### src/inc/prd_pkg.sv
package prd_pkg;

   ////////////////////////////////////////////////////////////////////////
   // Bus geometry
   localparam int unsigned ADDR_W = 12;
   localparam int unsigned DATA_W = 32;

   // Register byte offsets
   localparam logic [11:0] OFS_CTRL    = 12'h000;
   localparam logic [11:0] OFS_MODSEL  = 12'h004;
   localparam logic [11:0] OFS_STATUS  = 12'h008;
   localparam logic [11:0] OFS_MEAS    = 12'h00C;
   localparam logic [11:0] OFS_NVAL_LO = 12'h010;
   localparam logic [11:0] OFS_NVAL_HI = 12'h014;
   localparam logic [11:0] OFS_RATIO0  = 12'h020;
   localparam logic [11:0] OFS_RATIO3  = 12'h02C;

   // Control register field positions
   localparam int unsigned CTRL_REFDIV_LSB = 0;
   localparam int unsigned CTRL_BW_LSB     = 2;
   localparam int unsigned CTRL_FMT_BIT    = 5;
   localparam int unsigned CTRL_FN_LSB     = 8;

   // Status register field positions
   localparam int unsigned STAT_LOCK_BIT = 0;
   localparam int unsigned STAT_WIDE_BIT = 1;
   localparam int unsigned STAT_MODE_LSB = 2;
   localparam int unsigned STAT_RMOD_BIT = 4;

   // Values after reset
   localparam logic [1:0]  REFDIV_RESET = 2'h0;
   localparam logic [2:0]  BW_RESET     = 3'h0;
   localparam logic        FMT_RESET    = 1'b0;
   localparam logic [2:0]  FN_RESET     = 3'h0;
   localparam logic [7:0]  MODSEL_RESET = 8'h00;
   localparam logic [31:0] RATIO_RESET  = 32'h0010_0000;

   // Third mode pin function code that enables the ratio modifier
   localparam logic [2:0] FN_RMOD_EN = 3'h3;

   // Ratio formats
   localparam logic FMT_HIGH_RES  = 1'b0;
   localparam logic FMT_HIGH_MULT = 1'b1;

   // Digital loop numbers
   localparam int unsigned FRAC_W = 20;
   localparam int unsigned NVAL_W = 40;
   localparam int unsigned MEAS_W = 24;
   localparam logic [3:0]  ACQ_SHIFT   = 4'h2;
   localparam logic [3:0]  MINBW_SHIFT = 4'hE;
   localparam logic [2:0]  LOCK_RUNS   = 3'h4;

   ////////////////////////////////////////////////////////////////////////
   // APB request and answer
   typedef struct packed {
      logic              psel;
      logic              penable;
      logic              pwrite;
      logic [ADDR_W-1:0] paddr;
      logic [DATA_W-1:0] pwdata;
   } prd_apb_req_s;

   typedef struct packed {
      logic [DATA_W-1:0] prdata;
      logic              pready;
      logic              pslverr;
   } prd_apb_rsp_s;

   // Digital loop phase
   typedef enum logic [1:0] {
      LOOP_ACQUIRE = 2'b01,
      LOOP_TRACK   = 2'b10
   } prd_loop_e;

endpackage

### src/hw/prd_sync.sv
module prd_sync
   import prd_pkg::*;
#(
   parameter int unsigned WIDTH = 5
) (
   // Clock and reset
   input  wire logic             pclk,
   input  wire logic             presetn,
   // Asynchronous inputs
   input  wire logic [WIDTH-1:0] async_in,
   // Filtered level and rising-edge pulse
   output logic      [WIDTH-1:0] level,
   output logic      [WIDTH-1:0] rise
);

   typedef struct packed {
      logic [WIDTH-1:0] s1;
      logic [WIDTH-1:0] s2;
      logic [WIDTH-1:0] s3;
      logic [WIDTH-1:0] lvl;
      logic [WIDTH-1:0] rise;
   } prd_sync_s;

   prd_sync_s st;
   prd_sync_s next_st;

   ////////////////////////////////////////////////////////////////////////
   // Level changes only once stages two and three agree; s1 feeds s2 only
   always_comb begin
      next_st    = st;
      next_st.s1 = async_in;
      next_st.s2 = st.s1;
      next_st.s3 = st.s2;
      for (int i = 0; i < WIDTH; i++) begin
         if (st.s2[i] == st.s3[i]) begin
            next_st.lvl[i] = st.s3[i];
         end
      end
      next_st.rise = next_st.lvl & ~st.lvl;
   end

   always_ff @(posedge pclk or negedge presetn) begin
      if (!presetn) begin
         st <= '0;
      end else begin
         st <= next_st;
      end
   end

   assign level = st.lvl;
   assign rise  = st.rise;

endmodule // prd_sync

### src/hw/prd_ref_div.sv
module prd_ref_div
   import prd_pkg::*;
(
   // Clock and reset
   input  wire logic       pclk,
   input  wire logic       presetn,
   // Divider ratio select: 1, 2, 4 or 8
   input  wire logic [1:0] reference_divider_select,
   // One-cycle enable at the divided rate
   output logic            internal_system_clock
);

   typedef struct packed {
      logic [2:0] cnt;
      logic       en;
   } prd_div_s;

   prd_div_s   st;
   prd_div_s   next_st;
   logic [2:0] last;

   ////////////////////////////////////////////////////////////////////////
   // Terminal count follows the select; a counter already past a smaller
   // select wraps on the next cycle, so it never runs on to 7 first
   always_comb begin
      last    = 3'((4'h1 << reference_divider_select) - 4'h1);
      next_st = st;
      if (st.cnt >= last) begin
         next_st.cnt = 3'h0;
         next_st.en  = 1'b1;
      end else begin
         next_st.cnt = st.cnt + 3'h1;
         next_st.en  = 1'b0;
      end
   end

   always_ff @(posedge pclk or negedge presetn) begin
      if (!presetn) begin
         st <= '0;
      end else begin
         st <= next_st;
      end
   end

   assign internal_system_clock = st.en;

endmodule // prd_ref_div

### src/hw/prd_ratio_ctrl.sv
// Operation
// - System clock enable from divided reference clock
// - Measure output edges per reference period
// - Convert ratio to system-clock based value
// - Minimum loop bandwidth select, 1-128 Hz
// - Loop passes slow jitter, filters fast
// - Wide bandwidth acquiring, minimum once locked
// - User ratios are 32-bit unsigned fixed-point
// - Four ratios, mode pins pick one
// - One format bit selects 12.20/20.12
// - 12.20: twelve integer, twenty fraction bits
// - 20.12: twenty integer, twelve fraction bits
// - Internal dividers compensated automatically
// - Modifier scales selected ratio, stored unchanged
// - Modifier enabled only by third pin function
// - Select 00..11 gives 1/2 to 1/16
// - Effective ratio is ratio times factor
// - Third pin high enables, low disables modifier
// - Mode pin change drops lock
module prd_ratio_ctrl
   import prd_pkg::*;
(
   // Clock and reset (pclk is the timing reference clock)
   input  wire logic              pclk,
   input  wire logic              presetn,
   // APB slave
   input  wire prd_apb_req_s      apb_req,
   output prd_apb_rsp_s           apb_rsp,
   // Pins
   input  wire logic              freq_ref_in,
   input  wire logic              pll_out_in,
   input  wire logic [1:0]        mode_select,
   input  wire logic              third_mode_pin,
   // Synthesizer side
   output logic [NVAL_W-1:0]      frac_n_value,
   output logic                   pll_locked,
   output logic                   internal_system_clock
);

   ////////////////////////////////////////////////////////////////////////
   // State
   typedef struct packed {
      logic [1:0]            refdiv;
      logic [2:0]            bw;
      logic                  fmt;
      logic [2:0]            fn;
      logic [7:0]            modsel;
      logic [3:0][31:0]      ratio;
      logic [31:0]           rdata;
      prd_loop_e             loop;
      logic [MEAS_W-1:0]     pll_cnt;
      logic [MEAS_W-1:0]     meas;
      logic                  meas_new;
      logic [NVAL_W-1:0]     nval;
      logic [2:0]            runs;
      logic [1:0]            mode_q;
      logic                  seeded;
   } prd_ctrl_s;

   prd_ctrl_s st;
   prd_ctrl_s next_st;

   ////////////////////////////////////////////////////////////////////////
   // Decoding used by both the write and the read path
   function automatic logic reg_hit(input logic [ADDR_W-1:0] a);
      reg_hit = (a == OFS_CTRL)    || (a == OFS_MODSEL)  ||
                (a == OFS_STATUS)  || (a == OFS_MEAS)    ||
                (a == OFS_NVAL_LO) || (a == OFS_NVAL_HI) ||
                ((a >= OFS_RATIO0) && (a <= OFS_RATIO3) &&
                 (a[1:0] == 2'h0));
   endfunction

   function automatic logic is_ratio(input logic [ADDR_W-1:0] a);
      is_ratio = (a >= OFS_RATIO0) && (a <= OFS_RATIO3);
   endfunction

   // Bring either format to a common 20.20 value
   function automatic logic [NVAL_W-1:0] to_fixed(
      input logic [31:0] r,
      input logic        fmt
   );
      if (fmt == FMT_HIGH_MULT) begin
         to_fixed = {r, 8'h00};
      end else begin
         to_fixed = {8'h00, r};
      end
   endfunction

   ////////////////////////////////////////////////////////////////////////
   // Synchronised pins: freq_ref, pll_out, mode[1:0], third pin
   logic [4:0] pin_lvl;
   logic [4:0] pin_rise;

   prd_sync #(
      .WIDTH    (5)
   ) u_sync (
      .pclk     (pclk),
      .presetn  (presetn),
      .async_in ({third_mode_pin, mode_select, pll_out_in, freq_ref_in}),
      .level    (pin_lvl),
      .rise     (pin_rise)
   );

   logic       ref_edge;
   logic       out_edge;
   logic [1:0] mode_lvl;
   logic       third_pin_lvl;

   assign ref_edge = pin_rise[0];
   assign out_edge = pin_rise[1];
   assign mode_lvl = pin_lvl[3:2];
   assign third_pin_lvl = pin_lvl[4];

   ////////////////////////////////////////////////////////////////////////
   // Internal system clock enable
   logic sys_en;

   prd_ref_div u_div (
      .pclk                     (pclk),
      .presetn                  (presetn),
      .reference_divider_select (st.refdiv),
      .internal_system_clock    (sys_en)
   );

   ////////////////////////////////////////////////////////////////////////
   // Ratio selection and modifier
   logic                      rmod_on;
   logic [1:0]                mod_sel;
   logic [31:0]               user_ratio;
   logic [NVAL_W-1:0]         base_ratio;
   logic [NVAL_W-1:0]         effective_ratio;

   always_comb begin
      // Modifier only through the third pin in its enable function
      rmod_on    = (st.fn == FN_RMOD_EN) && third_pin_lvl;
      // Set now on the pins, so a reseed on a mode change takes the new set
      mod_sel    = st.modsel[2*mode_lvl +: 2];
      user_ratio = st.ratio[mode_lvl];
      base_ratio = to_fixed(user_ratio, st.fmt);
      if (rmod_on) begin
         // Factor 2^-(sel+1); widened so the 1/16 code cannot wrap to 0
         effective_ratio = base_ratio >> (3'(mod_sel) + 3'h1);
      end else begin
         effective_ratio = base_ratio;
      end
   end

   ////////////////////////////////////////////////////////////////////////
   // Loop error against the measured count
   logic signed [NVAL_W:0]   loop_err;
   logic signed [NVAL_W:0]   loop_step;
   logic [NVAL_W:0]          err_mag;
   logic                     err_small;
   logic [3:0]               loop_shift;

   always_comb begin
      // Target pll edges per reference period versus what was counted
      loop_err  = $signed({1'b0, effective_ratio}) -
                  $signed({1'b0, st.meas[FRAC_W-1:0],
                           {FRAC_W{1'b0}}});
      err_mag   = loop_err[NVAL_W] ? (NVAL_W+1)'(0) - loop_err : loop_err;
      err_small = err_mag < (NVAL_W+1)'(1) << FRAC_W;
      // Small shift = wide loop; large shift = narrow loop
      if (st.loop == LOOP_ACQUIRE) begin
         loop_shift = ACQ_SHIFT;
      end else begin
         loop_shift = MINBW_SHIFT - {1'b0, st.bw};
      end
      // Slow wander follows through, fast jitter is averaged out
      loop_step = loop_err >>> loop_shift;
   end

   ////////////////////////////////////////////////////////////////////////
   // APB phases
   logic setup_ph;
   logic wr_acc;
   logic [ADDR_W-1:0] a;

   assign a        = apb_req.paddr;
   assign setup_ph = apb_req.psel && !apb_req.penable;
   assign wr_acc   = apb_req.psel && apb_req.penable && apb_req.pwrite &&
                     reg_hit(a);

   ////////////////////////////////////////////////////////////////////////
   // Next state
   always_comb begin
      next_st = st;

      // Register writes take effect in the access phase
      if (wr_acc) begin
         if (a == OFS_CTRL) begin
            next_st.refdiv = apb_req.pwdata[CTRL_REFDIV_LSB +: 2];
            next_st.bw     = apb_req.pwdata[CTRL_BW_LSB +: 3];
            next_st.fmt    = apb_req.pwdata[CTRL_FMT_BIT];
            next_st.fn     = apb_req.pwdata[CTRL_FN_LSB +: 3];
         end
         if (a == OFS_MODSEL) begin
            next_st.modsel = apb_req.pwdata[7:0];
         end
         if (is_ratio(a)) begin
            next_st.ratio[a[3:2]] = apb_req.pwdata;
         end
      end

      // Read data captured in setup so prdata comes from a flip-flop
      if (setup_ph) begin
         next_st.rdata = 32'h0000_0000;
         if (a == OFS_CTRL) begin
            next_st.rdata[CTRL_REFDIV_LSB +: 2] = st.refdiv;
            next_st.rdata[CTRL_BW_LSB +: 3]     = st.bw;
            next_st.rdata[CTRL_FMT_BIT]         = st.fmt;
            next_st.rdata[CTRL_FN_LSB +: 3]     = st.fn;
         end
         if (a == OFS_MODSEL) begin
            next_st.rdata[7:0] = st.modsel;
         end
         if (a == OFS_STATUS) begin
            next_st.rdata[STAT_LOCK_BIT]     = st.loop == LOOP_TRACK;
            next_st.rdata[STAT_WIDE_BIT]     = st.loop == LOOP_ACQUIRE;
            next_st.rdata[STAT_MODE_LSB +: 2] = st.mode_q;
            next_st.rdata[STAT_RMOD_BIT]     = rmod_on;
         end
         if (a == OFS_MEAS) begin
            next_st.rdata[MEAS_W-1:0] = st.meas;
         end
         if (a == OFS_NVAL_LO) begin
            next_st.rdata = st.nval[31:0];
         end
         if (a == OFS_NVAL_HI) begin
            next_st.rdata[NVAL_W-33:0] = st.nval[NVAL_W-1:32];
         end
         if (is_ratio(a) && reg_hit(a)) begin
            next_st.rdata = st.ratio[a[3:2]];
         end
      end

      // Output edges between reference edges give the actual ratio
      if (ref_edge) begin
         next_st.meas     = st.pll_cnt + MEAS_W'(out_edge);
         next_st.pll_cnt  = '0;
         next_st.meas_new = st.seeded;
         next_st.seeded   = 1'b1;
      end else if (out_edge && (st.pll_cnt != '1)) begin
         next_st.pll_cnt = st.pll_cnt + MEAS_W'(1);
      end

      // Loop update paced by the internal system clock; the loop closes
      // through the output itself, so the divider needs no correction
      if (sys_en && st.meas_new && !ref_edge) begin
         next_st.meas_new = 1'b0;
         next_st.nval = st.nval + loop_step[NVAL_W-1:0];
         unique case (st.loop)
            LOOP_ACQUIRE: begin
               if (!err_small) begin
                  next_st.runs = 3'h0;
               end else if (st.runs == LOCK_RUNS - 3'h1) begin
                  next_st.loop = LOOP_TRACK;
                  next_st.runs = 3'h0;
               end else begin
                  next_st.runs = st.runs + 3'h1;
               end
            end
            LOOP_TRACK: begin
               // Gross error means lock was lost: widen again
               if (!err_small) begin
                  next_st.loop = LOOP_ACQUIRE;
               end
            end
         endcase
      end

      // A mode change reseeds the loop and drops lock
      if (mode_lvl != st.mode_q) begin
         next_st.mode_q   = mode_lvl;
         next_st.loop     = LOOP_ACQUIRE;
         next_st.runs     = 3'h0;
         next_st.meas_new = 1'b0;
         next_st.seeded   = 1'b0;
         next_st.nval     = effective_ratio;
      end
   end

   ////////////////////////////////////////////////////////////////////////
   // Registers
   always_ff @(posedge pclk or negedge presetn) begin
      if (!presetn) begin
         st.refdiv   <= REFDIV_RESET;
         st.bw       <= BW_RESET;
         st.fmt      <= FMT_RESET;
         st.fn       <= FN_RESET;
         st.modsel   <= MODSEL_RESET;
         st.ratio    <= {4{RATIO_RESET}};
         st.rdata    <= 32'h0000_0000;
         st.loop     <= LOOP_ACQUIRE;
         st.pll_cnt  <= '0;
         st.meas     <= '0;
         st.meas_new <= 1'b0;
         st.nval     <= {8'h00, RATIO_RESET};
         st.runs     <= 3'h0;
         st.mode_q   <= 2'h0;
         st.seeded   <= 1'b0;
      end else begin
         st <= next_st;
      end
   end

   ////////////////////////////////////////////////////////////////////////
   // Outputs
   assign apb_rsp.prdata  = st.rdata;
   assign apb_rsp.pready  = 1'b1; // Zero wait states
   // Unmapped or misaligned words answer with an error
   assign apb_rsp.pslverr = apb_req.psel && apb_req.penable && !reg_hit(a);

   assign frac_n_value          = st.nval;
   assign pll_locked            = st.loop == LOOP_TRACK;
   assign internal_system_clock = sys_en;

endmodule // prd_ratio_ctrl

### config.mk
export PLATFORM = sky130hd
export DESIGN_NAME = prd_ratio_ctrl
export DESIGN_NICKNAME = d
export VERILOG_FILES = /design/src/inc/prd_pkg.sv /design/src/hw/prd_sync.sv /design/src/hw/prd_ref_div.sv /design/src/hw/prd_ratio_ctrl.sv
export SDC_FILE = /design/constraint.sdc
export NUM_CORES = 1
export LEC_CHECK = 0
export ABC_AREA = 1
export BUFFER_PORTS_ARGS = -buffer_cell sky130_fd_sc_hd__clkbuf_2
export CAP_MARGIN = 40
export CORE_ASPECT_RATIO = 0.5
export CORE_MARGIN = 2
export CORE_UTILIZATION = 55
export CTS_BUF_LIST = sky130_fd_sc_hd__clkbuf_4 sky130_fd_sc_hd__clkbuf_8
export CTS_CLUSTER_DIAMETER = 30
export DETAILED_ROUTE_END_ITERATION = 7
export PLACE_DENSITY = 0.77
export SLEW_MARGIN = 20
export SYNTH_ARGS = -nofsm -noshare
export SYNTH_HDL_FRONTEND = slang
export SYNTH_SLANG_ARGS = --single-unit
### constraint.sdc
create_clock -name pclk -period 8.2 [get_ports pclk]
set_input_delay 1.23 -clock pclk [delete_from_list [all_inputs] [get_ports pclk]]
set_output_delay 1.23 -clock pclk [all_outputs]
set_load 0.02 [all_outputs]
After elaboration in Yosys (flattened, before gate mapping)
Index checks and enable logic that the tools add are counted.

Register bits after elaboration: 300. Input port bits: 54. Output and inout port bits: 76. Word-level logic and storage cells: 141.

$add $sub $neg: 10. Order comparisons: 7. Equality and inequality tests: 19. Shift-type cells: 4. Muxes and demuxes: 40. Bitwise operators: 2. Reductions and logical operators: 34.

Operators with widths (count): 2-to-1 mux 32 bit (5); binary-select mux 32 bit (select 2 bit) (2); bitwise mux 128 bit (1); 2-to-1 mux 40 bit (2); 2-to-1 mux 24 bit (3); demux 32 bit (select 2 bit) (1); 2-to-1 mux 47 bit (1); 2-to-1 mux 44 bit (1); less-than comparator 41 x 21 -> 1 bit (second input constant) (1); 2-to-1 mux 41 bit (1); >>> shifter 41 x 4 -> 40 bit (1); subtractor 1 x 41 -> 41 bit (first input constant) (1); subtractor 40 x 40 -> 41 bit (1); adder 40 bit (1); right shift 40 x 3 -> 40 bit (1); adder 24 x 1 -> 24 bit (1); adder 24 x 1 -> 24 bit (second input constant) (1); == test 12 x 4 -> 1 bit (second input constant) (2); == test 12 x 5 -> 1 bit (second input constant) (2); inequality test 24 bit (second input constant) (1); 2-to-1 mux 8 bit (2); logical AND 1 bit (13); == test 12 x 3 -> 1 bit (second input constant) (1); >= comparator 12 x 6 -> 1 bit (second input constant) (1); other kinds (34) (69).

Depth between registers and ports, before layout
Gate-level depths: netlist of the first run.

Depth in word-level cells: 13. Mapped depth: 48. Mapped depth without buffers: 44.

Hierarchy
Synthesis of the first run repeated with hierarchy kept, for this count alone.

Cell total of the unflattened synthesis: 3449. Area, all modules: 23254.8 µm².

By module, submodules not included: prd_ratio_ctrl (instances 1, cells each 3360, area an instance 22198.8 µm², seq. area each 6864.1 µm²); prd_sync (instances 1, cells each 65, area an instance 830.8 µm², seq. area each 625.6 µm²); prd_ref_div (instances 1, cells each 24, area an instance 225.2 µm², seq. area each 100.1 µm²).

Worst setup path before layout of the first run
No wires, ideal clock.

Path kind: flip-flop to flip-flop. Start point: register u_sync.st, in the netlist u_sync.level[3]. End point: register st, in the netlist frac_n_value[36]. Setup time: 125 ps. Arrival: 5935 ps. Required time: 8075 ps. Path slack: 2140 ps. Stages on the path, launching flop included: 42. Buffers on the path: 4. Period minus slack after synthesis: 6060 ps. Cell sequence: dfrtp_1 buf_2 buf_2 buf_1 clkbuf_1 o21ai_0 o21ai_0 nand2_1 nand2_1 o21ai_0 o221ai_1 ha_1 a21oi_1 nand2_1 nand2_1 nand2_1 nand3_1 nand2_1 (+6 left out) o21ai_0 mux2i_1 mux2i_1 ha_1 nand2_1 nor2_1 nand2_1 o21ai_0 a21oi_1 inv_1 nand3_1 o2111ai_1 a21oi_1 o21ai_0 a31oi_1 or2_2 nand3_1 nand3_1.

Longest elaborated chain between the ends: 10. Elaborated cells between the ends (all ways): 14. Classes of those cells: 3 x add/sub; 1 x eq/ne; 3 x shift; 6 x mux; 1 x reduce/logical.

Ends and longest elaborated chain: start, declared (RTL line prd_sync.sv:24) `prd_sync_s st;`; start signal, assigned (RTL line prd_sync.sv:46) `st <= next_st;`; branches (longest 10 deep; another with subtractor 40 x 40 -> 41 bit); end signal, assigned (RTL line prd_ratio_ctrl.sv:303) `st <= next_st;`; end, declared (RTL line prd_ratio_ctrl.sv:60) `prd_ctrl_s st;`.

Parallel ways; which one is timed is not known. The select of a mux whose other input is x is not followed. A chain may end at the register's enable or synchronous reset.

Worst setup path after layout of the first run
Start point: register u_sync.st, in the netlist u_sync.level[2]. End point: register st, in the netlist frac_n_value[36].

The elaborated chain is that of the path after synthesis.

==> results.toml, run 1 <==
[final_layout]
final_common_cell = "nand2_1"
regArea_um2 = 7518
fillers = 3879
syn_to_final_growth_pct = 9.027
multi_input_area_um2 = 13010
drive_above_1_share_pct = 12.45
nets = 3484
final_cell_mix = "967 x nand2_1, 412 x o21ai_0, 293 x dfrtp_1, 274 x nand3_1, 264 x inv_1"

[synth]
ys_ff_latch = 300
yosysSeqAreaShare_pct = 33.06
yosys_warnings = 0
synth-edff-count = 0
synth_area_per_cell_um2 = 6.849
synth_cell_types = 63
synth_nets = 3448
yosysTopAreaCell = "dfrtp_1"
synth_top_area_share_pct = 32.37
postSynth.asyncResetShare_pct = 100.0
synth.area.top_cells = "dfrtp_1 32%, nand2_1 16%, o21ai_0 9.1%"
synth_top_flop_cell = "dfrtp_1"
synthCells = 3319
syn_area_um2 = 22730

[clocking]
clock-sinks = 300
post_cts_resized = 0
clockBufferDepth = 3
clkSlewWorstSetupHoldPaths_ns = 0.07
htreeDepth = 2
cts-root-buf = "clkbuf_8"
cts_setup_buffers = 0
cts_tree = "built"
insertion_delay_ns = 0.66
numCtsBuffers = 53
hold_buffers = 0

[global_routing]
grt_start_max_net_pins = 154
overflow = 0
first_global_vias = 21748
track_usage_pct = 42.11
antenna_found_initial = 6
grt_pass1_wl_um = 136300

[timing]
tns_ns = 0
fin_crit_ns = 7.672
max_slew_margin_pct = 25.04
rsz0062_at_grt = "no"
clock_skew_ns = 0.02987
finalHoldViolCount = 0
setup_viol = 0
fmax_mhz = 130.3
finalCritPeriodShare_pct = 93.56
whs_ns = 0.3604
tightestPinTransition_ns = 1.124
slew_violations = 0

[critical_path]
cp_data_required_time_ns = 8.74
reg2reg_slack_ns = 0.53
end_kind = "flip-flop"
crit_path_start_kind = "flip-flop"
critPathMaxFanout = 44
worstPathArrival_ns = 8.21
critical_path.max_stage_delay_ns = 0.65
reg2reg_depth = 37
critPathSlowestCell = "dfrtp_4"
timing.setup.critical_path_class = "reg -> reg"

[drt]
dr_total_vias = 24225
wl_per_cell_um = 23.29
drt-total-wl_um = 91830
drt-initial-drc-count = 3478
first_pass_iters = 6
drtAntennaViolNets = 0
vias_per_cell = 6.144
drc_errors = 0

[power]
p_switching_mw = 2.664
p_seq_share_pct = 28.3
power_density_nw_per_um2 = 234.7
power.internal_mw = 3.152
p_clk_share_pct = 28.2
power_leakage_nw = 11.73
swShare_pct = 45.81
irDropWorstVdd_v = 0.0002190
p_total_mw = 5.816
combPwrFrac_pct = 43.5

[floorplan]
die_area_um2 = 43070
rows = 52
die_x_um = 291.5
io_pins = 130
die_h_um = 147.8
core_area_um2 = 40600
initial_core_util_pct = 55.99

[place]
place_congestion = 1.078
port_buffers = 128
hpwl_um = 70820

[hold_path]
hold_depth = 0
hold_class = "reg -> reg"

[flow_run]
drv_cap = 0

[outcome]
run_status = "finished, final reports clean"
power by group through the flow:
stage                     Combinational, mW  Sequential, mW  Clock [mW]
after CTS                              2.42            1.63        1.64
after global routing                   2.73            1.64        1.71
after floorplan                        1.66            1.60           0
final                                  2.53            1.65        1.64
after detailed placement               2.41            1.66           0
after global placement                 2.41            1.66           0
stage by stage:
stage / instances / worst slack [ns] / util, % / instance area, um^2
4_1_cts: 3936 / 0.4775 / 60.87 / 24710
6_report: 3943 / 0.5282 / 61.04 / 24780
3_3_place_gp: 3830 / 0.3877 / 57.62 / 23390
3_5_place_dp: 3838 / 0.5214 / 57.83 / 23480
5_1_grt: 3938 / 0.005574 / 61.01 / 24770
2_1_floorplan: 3319 / 2.140 / - / 22730
per-layer routing:
metal / part of all wire (%) / GRT usage [%] / vias up
li1: - / - / 11183
met1: 42 / 61.78 / 11281
met2: 40 / 58.29 / 1559
met3: 14 / 13.19 / 202
met4: 3.6 / 14.12 / 0
met5: 0 / 0 / -
synth_stat cells, drive strengths merged, types with 8 or more instances:
| cell type | count |
|---|---|
| nor2 | 237 |
| o21a | 9 |
| nand3 | 308 |
| a211oi | 8 |
| a22oi | 32 |
| xnor2 | 13 |
| o21ai | 424 |
| mux2 | 17 |
| a31oi | 14 |
| o211ai | 24 |
| ha | 73 |
| nor4 | 9 |
| xor2 | 27 |
| dfrtp | 294 |
| clkbuf | 112 |
| inv | 277 |
| nand4 | 14 |
| a22o | 17 |
| mux2i | 23 |
| o221ai | 28 |
| nor3 | 33 |
| a21oi | 132 |
| a221oi | 23 |
| or2 | 11 |
| buf | 109 |
| nand2 | 974 |
| a21boi | 10 |
sequential cells by signal, summed over array words and instances (netlist names):
register / cells
u_div.internal_system_clock: 1
u_sync.level: 5
u_div.st: 3
u_sync.rise: 2
apb_rsp: 32
u_sync.next_st: 10
u_sync.st: 5
st: 202
frac_n_value: 40
final timing paths:
| check | startpoint | end |
|---|---|---|
| worst max-delay path | u_sync.level[2] | frac_n_value[36] |
| max in group asynchronous | presetn | st[48] |
| worst max register to register | u_sync.level[2] | frac_n_value[36] |
| min in group asynchronous | presetn | st[184] |
| worst min register to register | u_sync.next_st[17] | u_sync.next_st[12] |
| worst min-delay path | u_sync.next_st[17] | u_sync.next_st[12] |
cells by family after synthesis:
group,synth area share (%)
DFF,33.06
other,0.01650
xor gates and xnor gates,1.541
muxes,1.855
adders and majority gates,4.415
AOI/OAI and AO/OA,19.36
and+or+nand+nor,29.75
buffers and inverters,9.996
critical path, delay by kind of cell, from the launching register on:
kind	cells	cell delay [ns]
adder cells (fa/ha/maj)	2	0.88
multiplexers	1	0.17
AND/OR/NAND/NOR	15	1.68
buffers and inverters	3	0.51
AO/OA/AOI/OAI	16	3.66
flip-flops	1	0.65
layout make-up:
cell class,instances,share of cell area (%)
clock inverter,27,1.242
tap,540,2.726
inverter,282,4.302
antenna,5,0.05049
timing repair buffer,202,5.109
sequential,300,30.34
clock buffer,71,3.741
multi-input combinational,2516,52.49
(Power assumes the default switching activity.)
==> inputs of run 2 (changes only) <==
- CORE_ASPECT_RATIO: 0.5 -> unset
==> results.toml, run 2 (synthesis gave the netlist of run 1 again) <==
[final_layout]
drive_above_1_share_pct = 13.04
syn_to_final_growth_pct = 10.26
final_cell_mix = "966 x nand2_1, 410 x o21ai_0, 293 x dfrtp_1, 274 x nand3_1, 265 x inv_1"
final_common_cell = "nand2_1"
largest-register = "st"
nets = 3499
largest_register_ffs = 202
final_area_um2 = 25060

[clocking]
cts-root-buf = "clkbuf_8"
numCtsBuffers = 70
insertion_delay_ns = 0.65
clock-sinks = 300
clkSlewWorstSetupHoldPaths_ns = 0.06
htreeDepth = 3
hold_buffers = 0
cts_tree = "built"
clockBufferDepth = 3

[floorplan]
die_h_um = 207.3
die_x_um = 207.3
die_area_um2 = 42970
core_area_um2 = 40830
io_pins = 130
rows = 74
initial_core_util_pct = 55.67

[place]
place_congestion = 1.123
port_buffers = 128
placed_cell_area_um2 = 23500
hpwl_um = 67570

[drt]
drc_errors = 0
first_pass_iters = 7
drt-initial-drc-count = 3266
vias_per_cell = 6.164
drtAntennaViolNets = 0
wl_per_cell_um = 22.07
dr_total_vias = 24374
drt-total-wl_um = 87270

[flow_run]
drv_cap = 0

[critical_path]
crit_path_start_kind = "flip-flop"
critPathMaxFanout = 47
path_buf_inv = 7
critical_path.max_stage_delay_ns = 0.59
path_common_cell = "nand2_1"
cp_data_required_time_ns = 8.75
critPathSlowestCell = "dfrtp_4"
end_kind = "flip-flop"
worstPathArrival_ns = 8.19
timing.setup.critical_path_class = "reg -> reg"
crit_family = "compound AO/OA/AOI/OAI gates"

[timing]
tns_ns = 0
fin_crit_ns = 7.638
clock_skew_ns = 0.04045
rsz0062_at_grt = "no"
tightestPinTransition_ns = 1.062
fmax_mhz = 130.9
max_slew_margin_pct = 29.22
slew_violations = 0
finalHoldViolCount = 0
finalCritPeriodShare_pct = 93.15
setup_viol = 0

[global_routing]
grt_start_max_net_pins = 66
grt_pass1_wl_um = 132300
antenna_found_initial = 5
overflow = 0
track_usage_pct = 39.88
first_global_vias = 22155

[power]
irDropWorstVdd_v = 0.0001467
power_leakage_nw = 11.89
power_density_nw_per_um2 = 237.5

[hold_path]
hold_class = "reg -> reg"

[outcome]
run_status = "finished, final reports clean"
==> run 2: where the power goes <==
group | internal [mW] | switching [mW]
Combinational | 0.729 | 1.74
Clock | 1.10 | 0.755
Sequential | 1.54 | 0.0938
==> run 2: cell type report <==
cell class | instances | area (um^2)
fillers | 3759 | 15770
well taps | 532 | 665.6
inverters | 282 | 1064
multi-input cells | 2516 | 13010
clock inverters | 28 | 266.5
repair buffers | 200 | 1277
clock buffers | 95 | 1257
flip-flops and latches | 300 | 7518
diodes | 1 | 2.502
==> run 2: repair_timing <==
item,in CTS,in global routing
buffers inserted,0,0
setup endpoints to repair,0,4
gates resized for setup,0,6
==> run 2: routing by layer <==
metal,global-route usage (%),vias to the layer above,wire length (um)
met5,0,-,36
met1,54.85,11401,35440
met4,21.23,6,5179
li1,-,11221,-
met3,10.06,243,9913
met2,57.82,1503,36710
==> run 2: metrics by stage <==
stage | cells | total power, mW | hold slack (ns) | utilization [%] | worst slack, ns
2_1_floorplan | 3319 | 3.255 | 0.3312 | - | 2.140
3_3_place_gp | 3823 | 4.025 | 0.3347 | 57.29 | 0.6342
3_5_place_dp | 3828 | 4.032 | 0.3347 | 57.55 | 0.6044
4_1_cts | 3951 | 5.887 | 0.3478 | 61.28 | 0.5851
5_1_grt | 3953 | 6.268 | 0.3657 | 61.37 | 0.04792
6_report | 3954 | 5.952 | 0.3474 | 61.38 | 0.5620
==> run 2: path summary, 6_finish.rpt <==
check	start	cells past startpoint	to	slack (ns)
min in group asynchronous	presetn	1	apb_rsp[29]	0.52
hold reg to reg	u_sync.next_st[19]	0	u_sync.next_st[14]	0.35
hold / removal	u_sync.next_st[19]	0	u_sync.next_st[14]	0.35
setup reg to reg	u_sync.level[2]	39	frac_n_value[39]	0.56
setup / recovery	u_sync.level[2]	39	frac_n_value[39]	0.56
max in group asynchronous	presetn	3	st[78]	6.41
